### src/asu_pkg.sv
// Purpose: shared constants and types of the async serial unit
// Assumes: byte-wide register port, one bus clock
// Notes:   offsets are word indices on the plain register port
package asu_pkg;
    // register offsets
    localparam logic [3:0] ADR_BDH  = 4'h0;
    localparam logic [3:0] ADR_BDL  = 4'h1;
    localparam logic [3:0] ADR_C1   = 4'h2;
    localparam logic [3:0] ADR_C2   = 4'h3;
    localparam logic [3:0] ADR_S1   = 4'h4;
    localparam logic [3:0] ADR_S2   = 4'h5;
    localparam logic [3:0] ADR_C3   = 4'h6;
    localparam logic [3:0] ADR_DAT  = 4'h7;
    localparam logic [3:0] ADR_SOPT = 4'h8;
    // reset values
    localparam logic [7:0] RST_BDH  = 8'h00;
    localparam logic [7:0] RST_BDL  = 8'h04;
    localparam logic [7:0] RST_ZERO = 8'h00;
    // high divisor register fields
    localparam int BDH_LBKIE = 7;
    localparam int BDH_EDGIE = 6;
    localparam int BR_HI_W   = 5;
    // control one fields
    localparam int C1_LOOPBACK_SELECT = 7;
    localparam int C1_WFRZ  = 6;
    localparam int C1_RX_SOURCE_SELECT  = 5;
    localparam int C1_M     = 4;
    localparam int C1_WAKE  = 3;
    localparam int C1_ILT   = 2;
    localparam int C1_PE    = 1;
    localparam int C1_PT    = 0;
    // control two fields
    localparam int C2_TE  = 3;
    localparam int C2_RE  = 2;
    localparam int C2_RWU = 1;
    localparam int C2_SBK = 0;
    // status two / control three / option fields
    localparam int S2_LBK   = 7;
    localparam int S2_EDG   = 6;
    localparam int S2_LONG_BREAK_SELECT = 2;
    localparam int S2_LBKDE = 1;
    localparam int C3_T8    = 6;
    localparam int C3_SINGLE_WIRE_DIRECTION = 5;
    localparam int SOPT_POS = 0;
    // bit timing in oversampling ticks, frame lengths in bits
    localparam logic [3:0] SUB_LAST = 4'hF;
    localparam logic [3:0] SUB_S0   = 4'h7;
    localparam logic [3:0] SUB_S1   = 4'h8;
    localparam logic [3:0] SUB_S2   = 4'h9;
    localparam logic [3:0] LEN_8    = 4'hA;
    localparam logic [3:0] LEN_9    = 4'hB;
    localparam logic [3:0] LEN_BRKX = 4'h3;
    localparam logic [7:0] TICKS_8  = 8'hA0;
    localparam logic [7:0] TICKS_9  = 8'hB0;
    localparam logic [7:0] TICKS_LBK = 8'hB0;
    // receiver states
    typedef enum logic [3:0] {
        RX_IDLE  = 4'b0001,
        RX_START = 4'b0010,
        RX_DATA  = 4'b0100,
        RX_STOP  = 4'b1000
    } asu_rx_e;
    // register port request
    typedef struct packed {
        logic [3:0] addr;
        logic [7:0] wdata;
        logic       wr;
        logic       rd;
    } asu_bus_s;
    // two-way pin drive
    typedef struct packed {
        logic out;
        logic oe;
    } asu_pin_s;
endpackage

### src/asu_baud_gen.sv
// Purpose: modulo divider giving the 16x oversampling tick
// Assumes: div held stable between updates
// Notes:   tick is a one-cycle enable pulse
`timescale 1ns/1ns
`default_nettype none
module asu_baud_gen #(
    parameter int W = 13
) (
    input  wire logic         clk,
    input  wire logic         reset_n,
    input  wire logic         run,
    input  wire logic [W-1:0] div,
    output logic              tick
);
    logic [W-1:0] cnt;   // cycles since last tick

    always_ff @(posedge clk) begin
        if (!reset_n || !run || div == '0) begin
            cnt  <= '0;
            tick <= 1'b0;
        // a divisor cut below the count must wrap at once, not run to the top
        end else if (cnt >= W'(div - 1'b1)) begin
            cnt  <= '0;
            tick <= 1'b1;
        end else begin
            cnt  <= W'(cnt + 1'b1);
            tick <= 1'b0;
        end
    end
endmodule // asu_baud_gen
`default_nettype wire

### src/asu_sync3.sv
// Purpose: three-stage input synchroniser with agreement filter
// Assumes: input is asynchronous to clk
// Notes:   first stage is read only by the second
`timescale 1ns/1ns
`default_nettype none
module asu_sync3 (
    input  wire logic clk,
    input  wire logic reset_n,
    input  wire logic din,
    output logic      q
);
    logic s1, s2, s3;   // stage chain

    // q follows only once stages two and three agree
    always_ff @(posedge clk) begin
        if (!reset_n) begin
            s1 <= 1'b1;
            s2 <= 1'b1;
            s3 <= 1'b1;
            q  <= 1'b1;
        end else begin
            s1 <= din;
            s2 <= s1;
            s3 <= s2;
            if (s2 == s3) begin
                q <= s3;
            end
        end
    end
endmodule // asu_sync3
`default_nettype wire

### src/asu_top.sv
// Purpose: async serial unit - baud, frame options, tx/rx engines
// Assumes: 50 MHz clk, byte register port, pins async to clk
// Notes:   all slower rates come from the baud tick enable
//
// Summary of operation
// - high divisor buffered until low written
// - zero divisor stops the baud generator
// - generator off until tx or rx enabled
// - break flag request gated by bit seven
// - edge flag request gated by bit six
// - loop mode feeds tx into rx
// - source bit picks internal or single-wire
// - wait freeze halts the baud tick
// - eight or nine bits, lsb first
// - wake bit picks idle or address wakeup
// - idle count starts after start or stop
// - parity generated and checked in msb
// - parity type even or odd
// - pin position bit relocates pins
// - nine byte-wide registers
// - long break send, eleven-bit break detect
// - single-wire direction; loopback frees pin
// - break length ten to fourteen bits
`timescale 1ns/1ns
`default_nettype none
module asu_top
    import asu_pkg::*;
(
    input  wire logic     clk,
    input  wire logic     reset_n,
    input  wire asu_bus_s bus,
    output logic [7:0]    rdata,
    input  wire logic     cpu_wait,
    input  wire logic     rx_a_in,
    input  wire logic     rx_b_in,
    input  wire logic     tx_a_in,
    input  wire logic     tx_b_in,
    output asu_pin_s      tx_a,
    output asu_pin_s      tx_b,
    output logic          lbk_irq,
    output logic          edge_irq
);
    // registers
    logic [7:0] bdh, bdl, c1, c2, c3, sopt;
    logic [BR_HI_W-1:0] br_hi;       // working upper divisor
    logic       started;             // generator released
    logic       s1_seen;             // status read armed
    logic       line_break_flag, edgif, long_break_select, lbkde;
    // transmitter
    logic [13:0] tx_shift;
    logic [3:0]  tx_left, tx_sub;
    logic [8:0]  tx_buf;
    logic        tdre, tc, idle_q, brk_q;
    logic        wake_hit;           // standby release pulse
    // receiver
    asu_rx_e     rx_st;
    logic [3:0]  rx_sub, rx_bit;
    logic [8:0]  rx_shift, rdat;
    logic [1:0]  samp;
    logic        rx_nf, rdrf, ovr, nf, fe, pf, idle, idle_arm, rx_prev;
    logic [7:0]  idle_cnt, lbk_cnt;

    // register decode
    wire wr_bdh = bus.wr && bus.addr == ADR_BDH;
    wire wr_bdl = bus.wr && bus.addr == ADR_BDL;
    wire wr_c1  = bus.wr && bus.addr == ADR_C1;
    wire wr_c2  = bus.wr && bus.addr == ADR_C2;
    wire wr_s2  = bus.wr && bus.addr == ADR_S2;
    wire wr_c3  = bus.wr && bus.addr == ADR_C3;
    wire wr_dat = bus.wr && bus.addr == ADR_DAT;
    wire wr_opt = bus.wr && bus.addr == ADR_SOPT;
    wire rd_s1  = bus.rd && bus.addr == ADR_S1;
    wire rd_dat = bus.rd && bus.addr == ADR_DAT;

    // frame options
    wire m9      = c1[C1_M];
    wire int_lp  = c1[C1_LOOPBACK_SELECT] && !c1[C1_RX_SOURCE_SELECT];
    wire single  = c1[C1_LOOPBACK_SELECT] && c1[C1_RX_SOURCE_SELECT];
    wire pos_b   = sopt[SOPT_POS];
    wire [3:0] flen = m9 ? LEN_9 : LEN_8;
    wire [3:0] blen = 4'(flen + (long_break_select ? LEN_BRKX : 4'h0));
    wire [7:0] iticks = m9 ? TICKS_9 : TICKS_8;

    wire run = started && !(c1[C1_WFRZ] && cpu_wait);
    wire tick;

    asu_baud_gen #(.W(13)) u_baud (
        .clk     (clk),
        .reset_n (reset_n),
        .run     (run),
        .div     ({br_hi, bdl}),
        .tick    (tick)
    );

    wire rx_raw = c1[C1_LOOPBACK_SELECT] ? (pos_b ? tx_b_in : tx_a_in)
                               : (pos_b ? rx_b_in : rx_a_in);
    wire rx_sync;

    asu_sync3 u_sync (
        .clk     (clk),
        .reset_n (reset_n),
        .din     (rx_raw),
        .q       (rx_sync)
    );

    // transmit line level
    wire tx_busy = tx_left != 4'h0;
    wire tx_line = tx_busy ? tx_shift[0] : 1'b1;
    wire rx_line = int_lp ? tx_line : rx_sync;

    wire p7  = ^tx_buf[6:0] ^ c1[C1_PT];
    wire p8  = ^tx_buf[7:0] ^ c1[C1_PT];
    wire b7  = c1[C1_PE] ? p7 : tx_buf[7];
    wire b8  = c1[C1_PE] ? p8 : tx_buf[8];
    wire [13:0] frame = m9 ? {3'h7, 1'b1, b8, tx_buf[7:0], 1'b0}
                           : {4'hF, 1'b1, b7, tx_buf[6:0], 1'b0};

    // control register writes
    always_ff @(posedge clk) begin
        if (!reset_n) begin
            bdh   <= RST_BDH;
            bdl   <= RST_BDL;
            br_hi <= '0;
            c1    <= RST_ZERO;
            c3    <= RST_ZERO;
            sopt  <= RST_ZERO;
            long_break_select <= 1'b0;
            lbkde <= 1'b0;
            started <= 1'b0;
        end else begin
            if (wr_bdh) bdh <= bus.wdata;
            if (wr_bdl) begin
                bdl   <= bus.wdata;
                br_hi <= bdh[BR_HI_W-1:0];
            end
            if (wr_c1) c1 <= bus.wdata;
            if (wr_c3) c3 <= bus.wdata;
            if (wr_opt) sopt <= bus.wdata;
            if (wr_s2) begin
                long_break_select <= bus.wdata[S2_LONG_BREAK_SELECT];
                lbkde <= bus.wdata[S2_LBKDE];
            end
            if (wr_c2 && (bus.wdata[C2_TE] || bus.wdata[C2_RE])) started <= 1'b1;
        end
    end

    // status read arms the clear sequences
    always_ff @(posedge clk) begin
        if (!reset_n) s1_seen <= 1'b0;
        else if (rd_s1) s1_seen <= 1'b1;
        else if (rd_dat || wr_dat) s1_seen <= 1'b0;
    end

    // transmitter: buffer, queues, shifter
    always_ff @(posedge clk) begin
        if (!reset_n) begin
            tx_shift <= '1;
            tx_left  <= 4'h0;
            tx_sub   <= 4'h0;
            tx_buf   <= '0;
            tdre     <= 1'b1;
            idle_q   <= 1'b0;
            brk_q    <= 1'b0;
        end else begin
            if (wr_dat) begin
                tx_buf <= {c3[C3_T8], bus.wdata};
                if (s1_seen) tdre <= 1'b0;
            end
            // queued idle on te rising
            if (wr_c2 && bus.wdata[C2_TE] && !c2[C2_TE]) idle_q <= 1'b1;
            // queued break on sbk write
            if (wr_c2 && bus.wdata[C2_SBK]) brk_q <= 1'b1;
            if (tick && tx_busy) begin
                tx_sub <= 4'(tx_sub + 1'b1);
                if (tx_sub == SUB_LAST) begin
                    tx_shift <= {1'b1, tx_shift[13:1]};
                    tx_left  <= 4'(tx_left - 1'b1);
                end
            end else if (tick && c2[C2_TE]) begin
                tx_sub <= 4'h0;
                if (brk_q || c2[C2_SBK]) begin
                    tx_shift <= '0;
                    tx_left  <= blen;
                    brk_q    <= 1'b0;
                end else if (idle_q) begin
                    tx_shift <= '1;
                    tx_left  <= flen;
                    idle_q   <= 1'b0;
                end else if (!tdre) begin
                    tx_shift <= frame;
                    tx_left  <= flen;
                    tdre     <= 1'b1;
                end
            end
        end
    end

    // transmission complete and control two
    always_ff @(posedge clk) begin
        if (!reset_n) begin
            tc <= 1'b1;
            c2 <= RST_ZERO;
        end else begin
            tc <= tdre && !tx_busy && !idle_q && !brk_q && !c2[C2_SBK];
            if (wr_c2) c2 <= bus.wdata;
            else if (wake_hit) c2[C2_RWU] <= 1'b0;
        end
    end

    // majority of three mid-bit samples
    wire [2:0] trio = {samp, rx_line};
    wire maj  = (trio[0] & trio[1]) | (trio[1] & trio[2]) | (trio[0] & trio[2]);
    wire noisy = !(trio == 3'b000 || trio == 3'b111);
    wire mid  = tick && rx_st != RX_IDLE && rx_sub == SUB_S2;
    wire [3:0] nbits = m9 ? 4'h9 : 4'h8;
    wire done = mid && rx_st == RX_STOP;
    // received character, lsb aligned
    wire [8:0] rchr = m9 ? rx_shift : {1'b0, rx_shift[8:1]};
    wire msb  = m9 ? rchr[8] : rchr[7];
    wire perr = c1[C1_PE] && ((m9 ? ^rchr[8:0] : ^rchr[7:0]) != c1[C1_PT]);
    wire idle_hit = tick && rx_line && idle_cnt == 8'(iticks - 1'b1);
    wire addr_wk  = c1[C1_WAKE] && done && msb;
    assign wake_hit = c2[C2_RWU] && (addr_wk || (!c1[C1_WAKE] && idle_hit));
    wire accept   = done && (!c2[C2_RWU] || addr_wk);

    // receiver bit engine
    always_ff @(posedge clk) begin
        if (!reset_n || !c2[C2_RE]) begin
            rx_st    <= RX_IDLE;
            rx_sub   <= 4'h0;
            rx_bit   <= 4'h0;
            rx_shift <= '0;
            samp     <= 2'b11;
            rx_nf    <= 1'b0;
        end else if (tick) begin
            case (rx_st)
                RX_IDLE: begin
                    // low line seen in idle starts a frame
                    if (!rx_line) begin
                        rx_st  <= RX_START;
                        rx_sub <= 4'h1;
                        rx_nf  <= 1'b0;
                    end
                end
                default: begin
                    rx_sub <= 4'(rx_sub + 1'b1);
                    if (rx_sub == SUB_S0 || rx_sub == SUB_S1) samp <= {samp[0], rx_line};
                    if (rx_sub == SUB_S2) begin
                        if (noisy) rx_nf <= 1'b1;
                        case (rx_st)
                            RX_START: begin
                                rx_st  <= maj ? RX_IDLE : RX_DATA;
                                rx_bit <= 4'h0;
                            end
                            RX_DATA: begin
                                rx_shift <= {maj, rx_shift[8:1]};
                                rx_bit   <= 4'(rx_bit + 1'b1);
                                if (rx_bit == 4'(nbits - 1'b1)) rx_st <= RX_STOP;
                            end
                            default: rx_st <= RX_IDLE;
                        endcase
                    end
                end
            endcase
        end
    end

    // receive data and status flags
    always_ff @(posedge clk) begin
        if (!reset_n) begin
            {rdrf, ovr, nf, fe, pf, idle, idle_arm} <= '0;
            rdat <= '0;
        end else begin
            // clear sequence: status read then data read
            if (rd_dat && s1_seen) {rdrf, ovr, nf, fe, pf, idle} <= '0;
            if (idle_hit && idle_arm && !c2[C2_RWU]) begin
                idle     <= 1'b1;
                idle_arm <= 1'b0;
            end
            // new character wins over clear
            if (accept) begin
                if (rdrf && !(rd_dat && s1_seen)) ovr <= 1'b1;
                else begin
                    rdrf <= 1'b1;
                    rdat <= rchr;
                    nf   <= rx_nf || noisy;
                    fe   <= !maj;
                    pf   <= perr;
                    idle_arm <= 1'b1;
                end
            end
        end
    end

    always_ff @(posedge clk) begin
        if (!reset_n) begin
            idle_cnt <= '0;
            lbk_cnt  <= '0;
        end else if (tick) begin
            if (!rx_line || (c1[C1_ILT] && rx_st != RX_IDLE)) idle_cnt <= '0;
            else if (idle_cnt != iticks) idle_cnt <= 8'(idle_cnt + 1'b1);
            if (rx_line) lbk_cnt <= '0;
            else if (lbk_cnt != TICKS_LBK) lbk_cnt <= 8'(lbk_cnt + 1'b1);
        end
    end

    wire lbk_hit = lbkde && tick && !rx_line && lbk_cnt == 8'(TICKS_LBK - 1'b1);
    wire edg_hit = rx_prev && !rx_line && c2[C2_RE];

    // event flags, set wins over write-one clear
    always_ff @(posedge clk) begin
        if (!reset_n) begin
            line_break_flag  <= 1'b0;
            edgif   <= 1'b0;
            rx_prev <= 1'b1;
        end else begin
            rx_prev <= rx_line;
            if (lbk_hit) line_break_flag <= 1'b1;
            else if (wr_s2 && bus.wdata[S2_LBK]) line_break_flag <= 1'b0;
            if (edg_hit) edgif <= 1'b1;
            else if (wr_s2 && bus.wdata[S2_EDG]) edgif <= 1'b0;
        end
    end

    wire drive = (c2[C2_TE] || tx_busy) && !int_lp && (!single || c3[C3_SINGLE_WIRE_DIRECTION]);

    logic [7:0] rd_mux;
    always_comb begin
        case (bus.addr)
            ADR_BDH:  rd_mux = bdh;
            ADR_BDL:  rd_mux = bdl;
            ADR_C1:   rd_mux = c1;
            ADR_C2:   rd_mux = c2;
            ADR_S1:   rd_mux = {tdre, tc, rdrf, idle, ovr, nf, fe, pf};
            ADR_S2:   rd_mux = {line_break_flag, edgif, 3'b000, long_break_select, lbkde, rx_st != RX_IDLE};
            ADR_C3:   rd_mux = {rdat[8], c3[6:0]};
            ADR_DAT:  rd_mux = rdat[7:0];
            ADR_SOPT: rd_mux = sopt;
            default:  rd_mux = 8'h00;
        endcase
    end

    // registered outputs
    always_ff @(posedge clk) begin
        if (!reset_n) begin
            rdata    <= 8'h00;
            tx_a     <= '{out: 1'b1, oe: 1'b0};
            tx_b     <= '{out: 1'b1, oe: 1'b0};
            lbk_irq  <= 1'b0;
            edge_irq <= 1'b0;
        end else begin
            rdata <= bus.rd ? rd_mux : 8'h00;
            tx_a  <= '{out: tx_line, oe: drive && !pos_b};
            tx_b  <= '{out: tx_line, oe: drive && pos_b};
            lbk_irq  <= line_break_flag && bdh[BDH_LBKIE];
            edge_irq <= edgif && bdh[BDH_EDGIE];
        end
    end
endmodule // asu_top
`default_nettype wire

### config.mk
export PLATFORM = sky130hd
export DESIGN_NAME = asu_top
export DESIGN_NICKNAME = d
export VERILOG_FILES = /design/src/asu_pkg.sv /design/src/asu_baud_gen.sv /design/src/asu_sync3.sv /design/src/asu_top.sv
export SDC_FILE = /design/constraint.sdc
export NUM_CORES = 1
export LEC_CHECK = 0
export ABC_AREA = 0
export BUFFER_PORTS_ARGS = -buffer_cell sky130_fd_sc_hd__buf_2
export CORE_ASPECT_RATIO = 1.25
export CORE_UTILIZATION = 50
export DETAILED_ROUTE_END_ITERATION = 6
export PLACE_DENSITY = 0.67
export REMOVE_ABC_BUFFERS = 1
export SETUP_SLACK_MARGIN = 0.3
export SYNTH_ARGS = -nofsm -noshare
export SYNTH_HDL_FRONTEND = slang
export SYNTH_SLANG_ARGS = --single-unit
export TNS_END_PERCENT = 30
### constraint.sdc
create_clock -name clk -period 5.85 [get_ports clk]
set_input_delay 0.8775 -clock clk [delete_from_list [all_inputs] [get_ports clk]]
set_output_delay 0.8775 -clock clk [all_outputs]
set_load 0.01 [all_outputs]
# Word-level counts from Yosys, hierarchy flattened
# Index checks and enable logic that the tools add are counted.
[word_totals] ff_bits=181 input_bits=21 output_inout_bits=14 elab_cells=310
[op_classes] n_addsub=11 order_cmp=1 n_eq_ne=30 n_mux=92 bitwise_logic=9 n_reduce_logical=116
[op_table] op="$mux 14" n=6
[op_table] op="$pmux 8 s9" n=1
[op_table] op="$mux 1" n=60
[op_table] op="$mux 4" n=14
[op_table] op="$logic_and 1x1->1" n=53
[op_table] op="$mux 8" n=4
[op_table] op="$eq 4x3->1 const B" n=6
[op_table] op="$eq 4x4->1 const B" n=5
[op_table] op="$reduce_bool 2->1" n=10
[op_table] op="$logic_not 1->1" n=19
[op_table] op="$add 8x1->8 const B" n=2
[op_table] op="$pmux 4 s2" n=2
[op_table] op="$reduce_and 4->1" n=4
[op_table] op="$reduce_xor 8->1" n=2
[op_table] op="$logic_or 1x1->1" n=14
[op_table] op="$add 13x1->13 const B" n=1
[op_table] op="$ge 13x13->1" n=1
[op_table] op="$logic_not 13->1" n=1
[op_table] op="$sub 13x1->13 const B" n=1
[op_table] op="$add 4x1->4 const B" n=3
[op_table] op="$eq 4x2->1 const B" n=3
[op_table] op="$mux 10" n=1
[op_table] op="$reduce_and 2->1" n=5
[op_table] op="$mux 9" n=1
[op_table] op="other kinds (30)" n=40

# Longest topological paths before layout
[depth] depth_word=10 ltp_mapped=13 mapped_depth_nobuf=12

# By module
# A second synthesis with hierarchy kept.
[hier_totals] cells_unflattened=1031 area_unflattened_um2=8982.4
[by_module_without_submodules] mod="asu_top" instances=1 cells_each=891 area_per_inst_um2=7759.9 seq_area_each_um2=3263.1
[by_module_without_submodules] mod="asu_baud_gen" instances=1 cells_each=130 area_per_inst_um2=1109.8 seq_area_each_um2=280.3
[by_module_without_submodules] mod="asu_sync3" instances=1 cells_each=10 area_per_inst_um2=112.6 seq_area_each_um2=80.1

# Least setup slack after synthesis
# Ideal clock, no wire load.
[synth_path] path_kind="register -> register" startpoint="register bdl[2]" endpoint="register u_baud.cnt[10]" setup_time_ns=0.078 arrival_ns=2.938 required_time_ns=5.772 path_slack_ns=2.834 stages_incl_launch_ff=13 path_buffers=1 synth_period_minus_slack_ns=3.016 cell_sequence="dfxtp_1 > nor4_1 > nor2b_1 > nand2_1 > or3_1 > nor3_1 > xnor2_1 > ha_1 > a21o_1 > a211o_1 > a2111o_1 > buf_2 > nor3_1"
[synth_via] elab_chain_len=3 word_cells_on_any_way=5 classes_between="add/sub: 1; order compare: 1; reduce/logical: 3"
[synth_lines] item="start: declaration" line="asu_top.sv:44" text="logic [7:0] bdh, bdl, c1, c2, c3, sopt;"
[synth_lines] item="start signal: assignment" line="asu_top.sv:133" text="bdl <= bus.wdata;"
[synth_lines] item="$sub 13x1->13 or $logic_not 13->1 (tied branches)" line="asu_baud_gen.sv:22, asu_baud_gen.sv:18"
[synth_lines] item="$ge 13x13->1 or $logic_or 1x1->1 (tied branches)" line="asu_baud_gen.sv:22, asu_baud_gen.sv:18"
[synth_lines] item="$reduce_or 2->1 (no source line) (*)"
[synth_lines] item="end signal: assignment" line="asu_baud_gen.sv:26" text="cnt <= W'(cnt + 1'b1);"
[synth_lines] item="end: declaration" line="asu_baud_gen.sv:15" text="logic [W-1:0] cnt;"
# Mark *: on every way between the ends. The rest lies on a longest branch, timed or not.
# A chain may end at the register's enable or synchronous reset.

# Final worst setup path
[layout_path] startpoint="register bdl[2]" endpoint="register u_baud.cnt[8]"
# The elaborated chain is that of the path after synthesis.

==> flow_metrics.tcl <==
set metrics [dict create \
    ys.flop_type "dfxtp_1" \
    cts_tree "built" \
    finalInstanceArea_sq_um 9760 \
    setup_tns_ns 0 \
    power_uw 2570 \
    finalNonFillerCells 1286 \
    finClkSkew_ns 0.0100 \
    htreeDepth 4 \
    grt_max_degree 95 \
    p_sw_uw 574 \
    crit_path_top_delay_cell "a2111o_1" \
    max_stage_delay_ns 0.48 \
    nNetsFinal 1099 \
    critPathArrivalTime_ns 3.70 \
    final_common_cell "dfxtp_1" \
    reg2reg_from "bdl[2]$_SDFFE_PN1P_" \
    path_class "reg2reg" \
    drive_gt1_share_pct 8.29 \
    antenna_found_initial 0 \
    diodes 0 \
    min_path_cells 1 \
    synth_area_per_cell_sq_um 8.44 \
    ys_seq_area_share_pct 40.7 \
    grt-ovfl-total 0 \
    finalCritPeriodShare_pct 57.3 \
    cap_viol_max_count 0 \
    hp-start "u_sync.s1$_SDFF_PN1_" \
    place_area_sq_um 9150 \
    critPathCaptureType "flip-flop" \
    vdd_drop_max_v 0.000202 \
    ys_warn_count 0 \
    ys_ff_latch 181 \
    clock_path_buffers 2 \
    worst_pin_slew_ns 1.26 \
    first_pass_iters 5 \
    areaGrowthSynthToFinish_pct 9.79 \
    internal-power_uw 2000 \
    syn_inst 1054 \
    cts_resized 0 \
    p_leak_uw 0.00343 \
    swShare_pct 22.3 \
    start_kind "flip-flop" \
    clock-root-buffer "clkbuf_16" \
    num_vias 7404 \
    yosysUniqueCellTypes 65 \
    place_congestion 0.999 \
    synth_enable_flop_cells 0 \
    detail_route.wl_per_cell_um 16.9 \
    insertion_delay_ns 0.44 \
    final_cell_mix "181 x dfxtp_1, 150 x nand2_1, 87 x nor2_1" \
    synthesis.area_sq_um 8890 \
    io_buffers 34 \
    hold_violations 0 \
    die_w_um 121 \
    dieArea_sq_um 18300 \
    drc 0 \
    clkSinkCount 181 \
    p_clk_share_pct 47.1 \
    ant_nets 0 \
    post_cts_buffers 0 \
    rrSetupSlack_ns 2.50 \
    vias_per_cell 5.76 \
    row_count 54 \
    drtIter0Drc 428 \
    post-route-min-period_ns 3.35 \
    numCtsBuffers 17 \
    hold_buffers 0 \
    post-synth-top-area-cell "dfxtp_1" \
    regArea_sq_um 3620 \
    multiInputGateArea_sq_um 4940 \
    synth-async-reset-ratio_pct 0 \
    fp.dieH_um 151 \
    netlist.area_leader.share_pct 40.7 \
    reg2reg_depth 12 \
    rsz0062_at_grt "no" \
    cp.required_ns 6.20 \
    report.final.slew_viol_count 0 \
    coreArea_sq_um 17400 \
    io_pins 35 \
    clk_pin_slew_ns 0.07 \
    first_global_vias 6957 \
    detail_route.wirelength_um 21800 \
    setup_viol 0 \
    holdCritPathClass "reg2reg" \
    grt_pass1_wl_um 35400 \
    status "finished, final reports clean" \
    synth_area_leaders "dfxtp_1 41%, nand2_1 6.3%, a21boi_0 4.4%" \
    hold_path_end "u_sync.s2$_SDFF_PN1_" \
    max_freq_mhz 298 \
    start_util_pct 51.0 \
    critical_path.cell_chain "nor4_1 -> nor2b_1 -> nand2_1 -> or3_1 -> nor3_1 -> xnor2_1 -> ha_1 -> nand4_1 -> nor4_1 -> a211o_1 -> a2111o_1 -> nor3_1" \
    power_density_nw_per_um2 264 \
    rr_endpoint "u_baud.cnt[8]$_SDFF_PP0_" \
    p_seq_share_pct 48.6 \
    dp_hpwl_um 15400 \
    combinationalPowerShare_pct 4.3 \
    crit_fanout 13 \
    track_usage_pct 24.8 \
    fill_cells 1671 \
    slew_headroom_pct 15.8 \
    place_inst 1256 \
]
==> cell type report <==
type / count / area share (%)
timing repair buffer: 41 / 2.31
tap: 224 / 2.87
multi-input combinational: 789 / 50.6
inverter: 21 / 0.807
clock buffer: 18 / 4.50
sequential: 181 / 37.1
clock inverter: 12 / 1.85
==> per-layer routing <==
layer,vias to the layer above,wire length (um),GRT usage [%]
li1,3696,-,-
met5,-,0,0
met1,3509,9730,30.7
met4,0,630,10.6
met2,160,10600,42.6
met3,39,791,3.92
==> worst max-delay path by stage <==
stage	cells after the start	from	slack, ns	to
finish	12	bdl[2]$_SDFFE_PN1P_	2.50	u_baud.cnt[8]$_SDFF_PP0_
detailed placement	6	bus[11]	2.15	rdat[2]$_SDFFE_PN0P_
floorplan	10	bdl[2]$_SDFFE_PN1P_	2.73	u_baud.cnt[10]$_SDFF_PP0_
CTS	12	bdl[2]$_SDFFE_PN1P_	2.48	u_baud.cnt[8]$_SDFF_PP0_
global placement	6	bus[11]	2.24	rdat[2]$_SDFFE_PN0P_
global route	12	bdl[2]$_SDFFE_PN1P_	2.19	u_baud.cnt[8]$_SDFF_PP0_
==> synth_stat cells, types with 6 or more instances <==
master	number
nor2_1	87
nand2_1	150
a21oi_1	37
dfxtp_1	181
mux2_2	8
xor2_1	24
ha_1	27
a211oi_1	15
and3_1	10
o211a_1	8
clkbuf_1	49
nor4_1	6
nor2b_1	37
buf_1	7
nor3_1	26
mux2i_1	35
xnor2_1	29
nand4_1	10
a22oi_1	15
a21boi_0	52
and2_1	7
o21a_1	6
inv_1	20
a32oi_1	6
o21ai_0	49
nand3_1	71
==> worst max-delay path, delay by kind of cell (launching register included) <==
family | cells | cell delay [ns]
simple gates | 8 | 1.71
compound gates | 2 | 0.77
flops | 1 | 0.37
fa+ha+maj | 1 | 0.26
xor+xnor | 1 | 0.15
==> cells by family (layout without fill, tap and decap cells) <==
| kind of cell | after synthesis | count (layout) | share of synthesized area, % |
|---|---|---|---|
| flip-flops | 181 | 181 | 40.7 |
| AO/OA/AOI/OAI | 228 | 228 | 17.5 |
| XOR/XNOR | 53 | 53 | 5.22 |
| multiplexers | 47 | 47 | 5.97 |
| buffers and inverters | 84 | 92 | 3.74 |
| adder cells (fa/ha/maj) | 28 | 28 | 3.91 |
| AND/OR/NAND/NOR | 433 | 433 | 22.9 |
==> metrics by stage <==
step	util (%)	worst slack [ns]	hold WS [ns]
after floorplan	-	2.73	0.386
after global placement	52.5	2.24	0.409
after detailed placement	52.5	2.15	0.397
after CTS	56.0	2.48	0.429
after global routing	56.0	2.19	0.461
final	56.0	2.50	0.429
==> power groups by stage <==
stage | Combinational, uW | Clock (uW) | Sequential [uW]
finish | 110 | 1210 | 1250
global route | 120 | 1280 | 1250
CTS | 109 | 1230 | 1250
detailed placement | 109 | 0 | 1280
global placement | 108 | 0 | 1280
floorplan | 55.2 | 0 | 1270
==> registers in the layout (all words and copies together), names as in the netlist, 5 cells and up <==
| name | count |
|---|---|
| bdh | 8 |
| bdl | 8 |
| br_hi | 5 |
| c1 | 8 |
| c2 | 8 |
| c3 | 7 |
| idle_cnt | 8 |
| lbk_cnt | 8 |
| rdat | 9 |
| rdata | 8 |
| rx_shift | 9 |
| sopt | 8 |
| tx_buf | 9 |
| tx_shift | 14 |
| u_baud.cnt | 13 |
(Power assumes the default switching activity.)
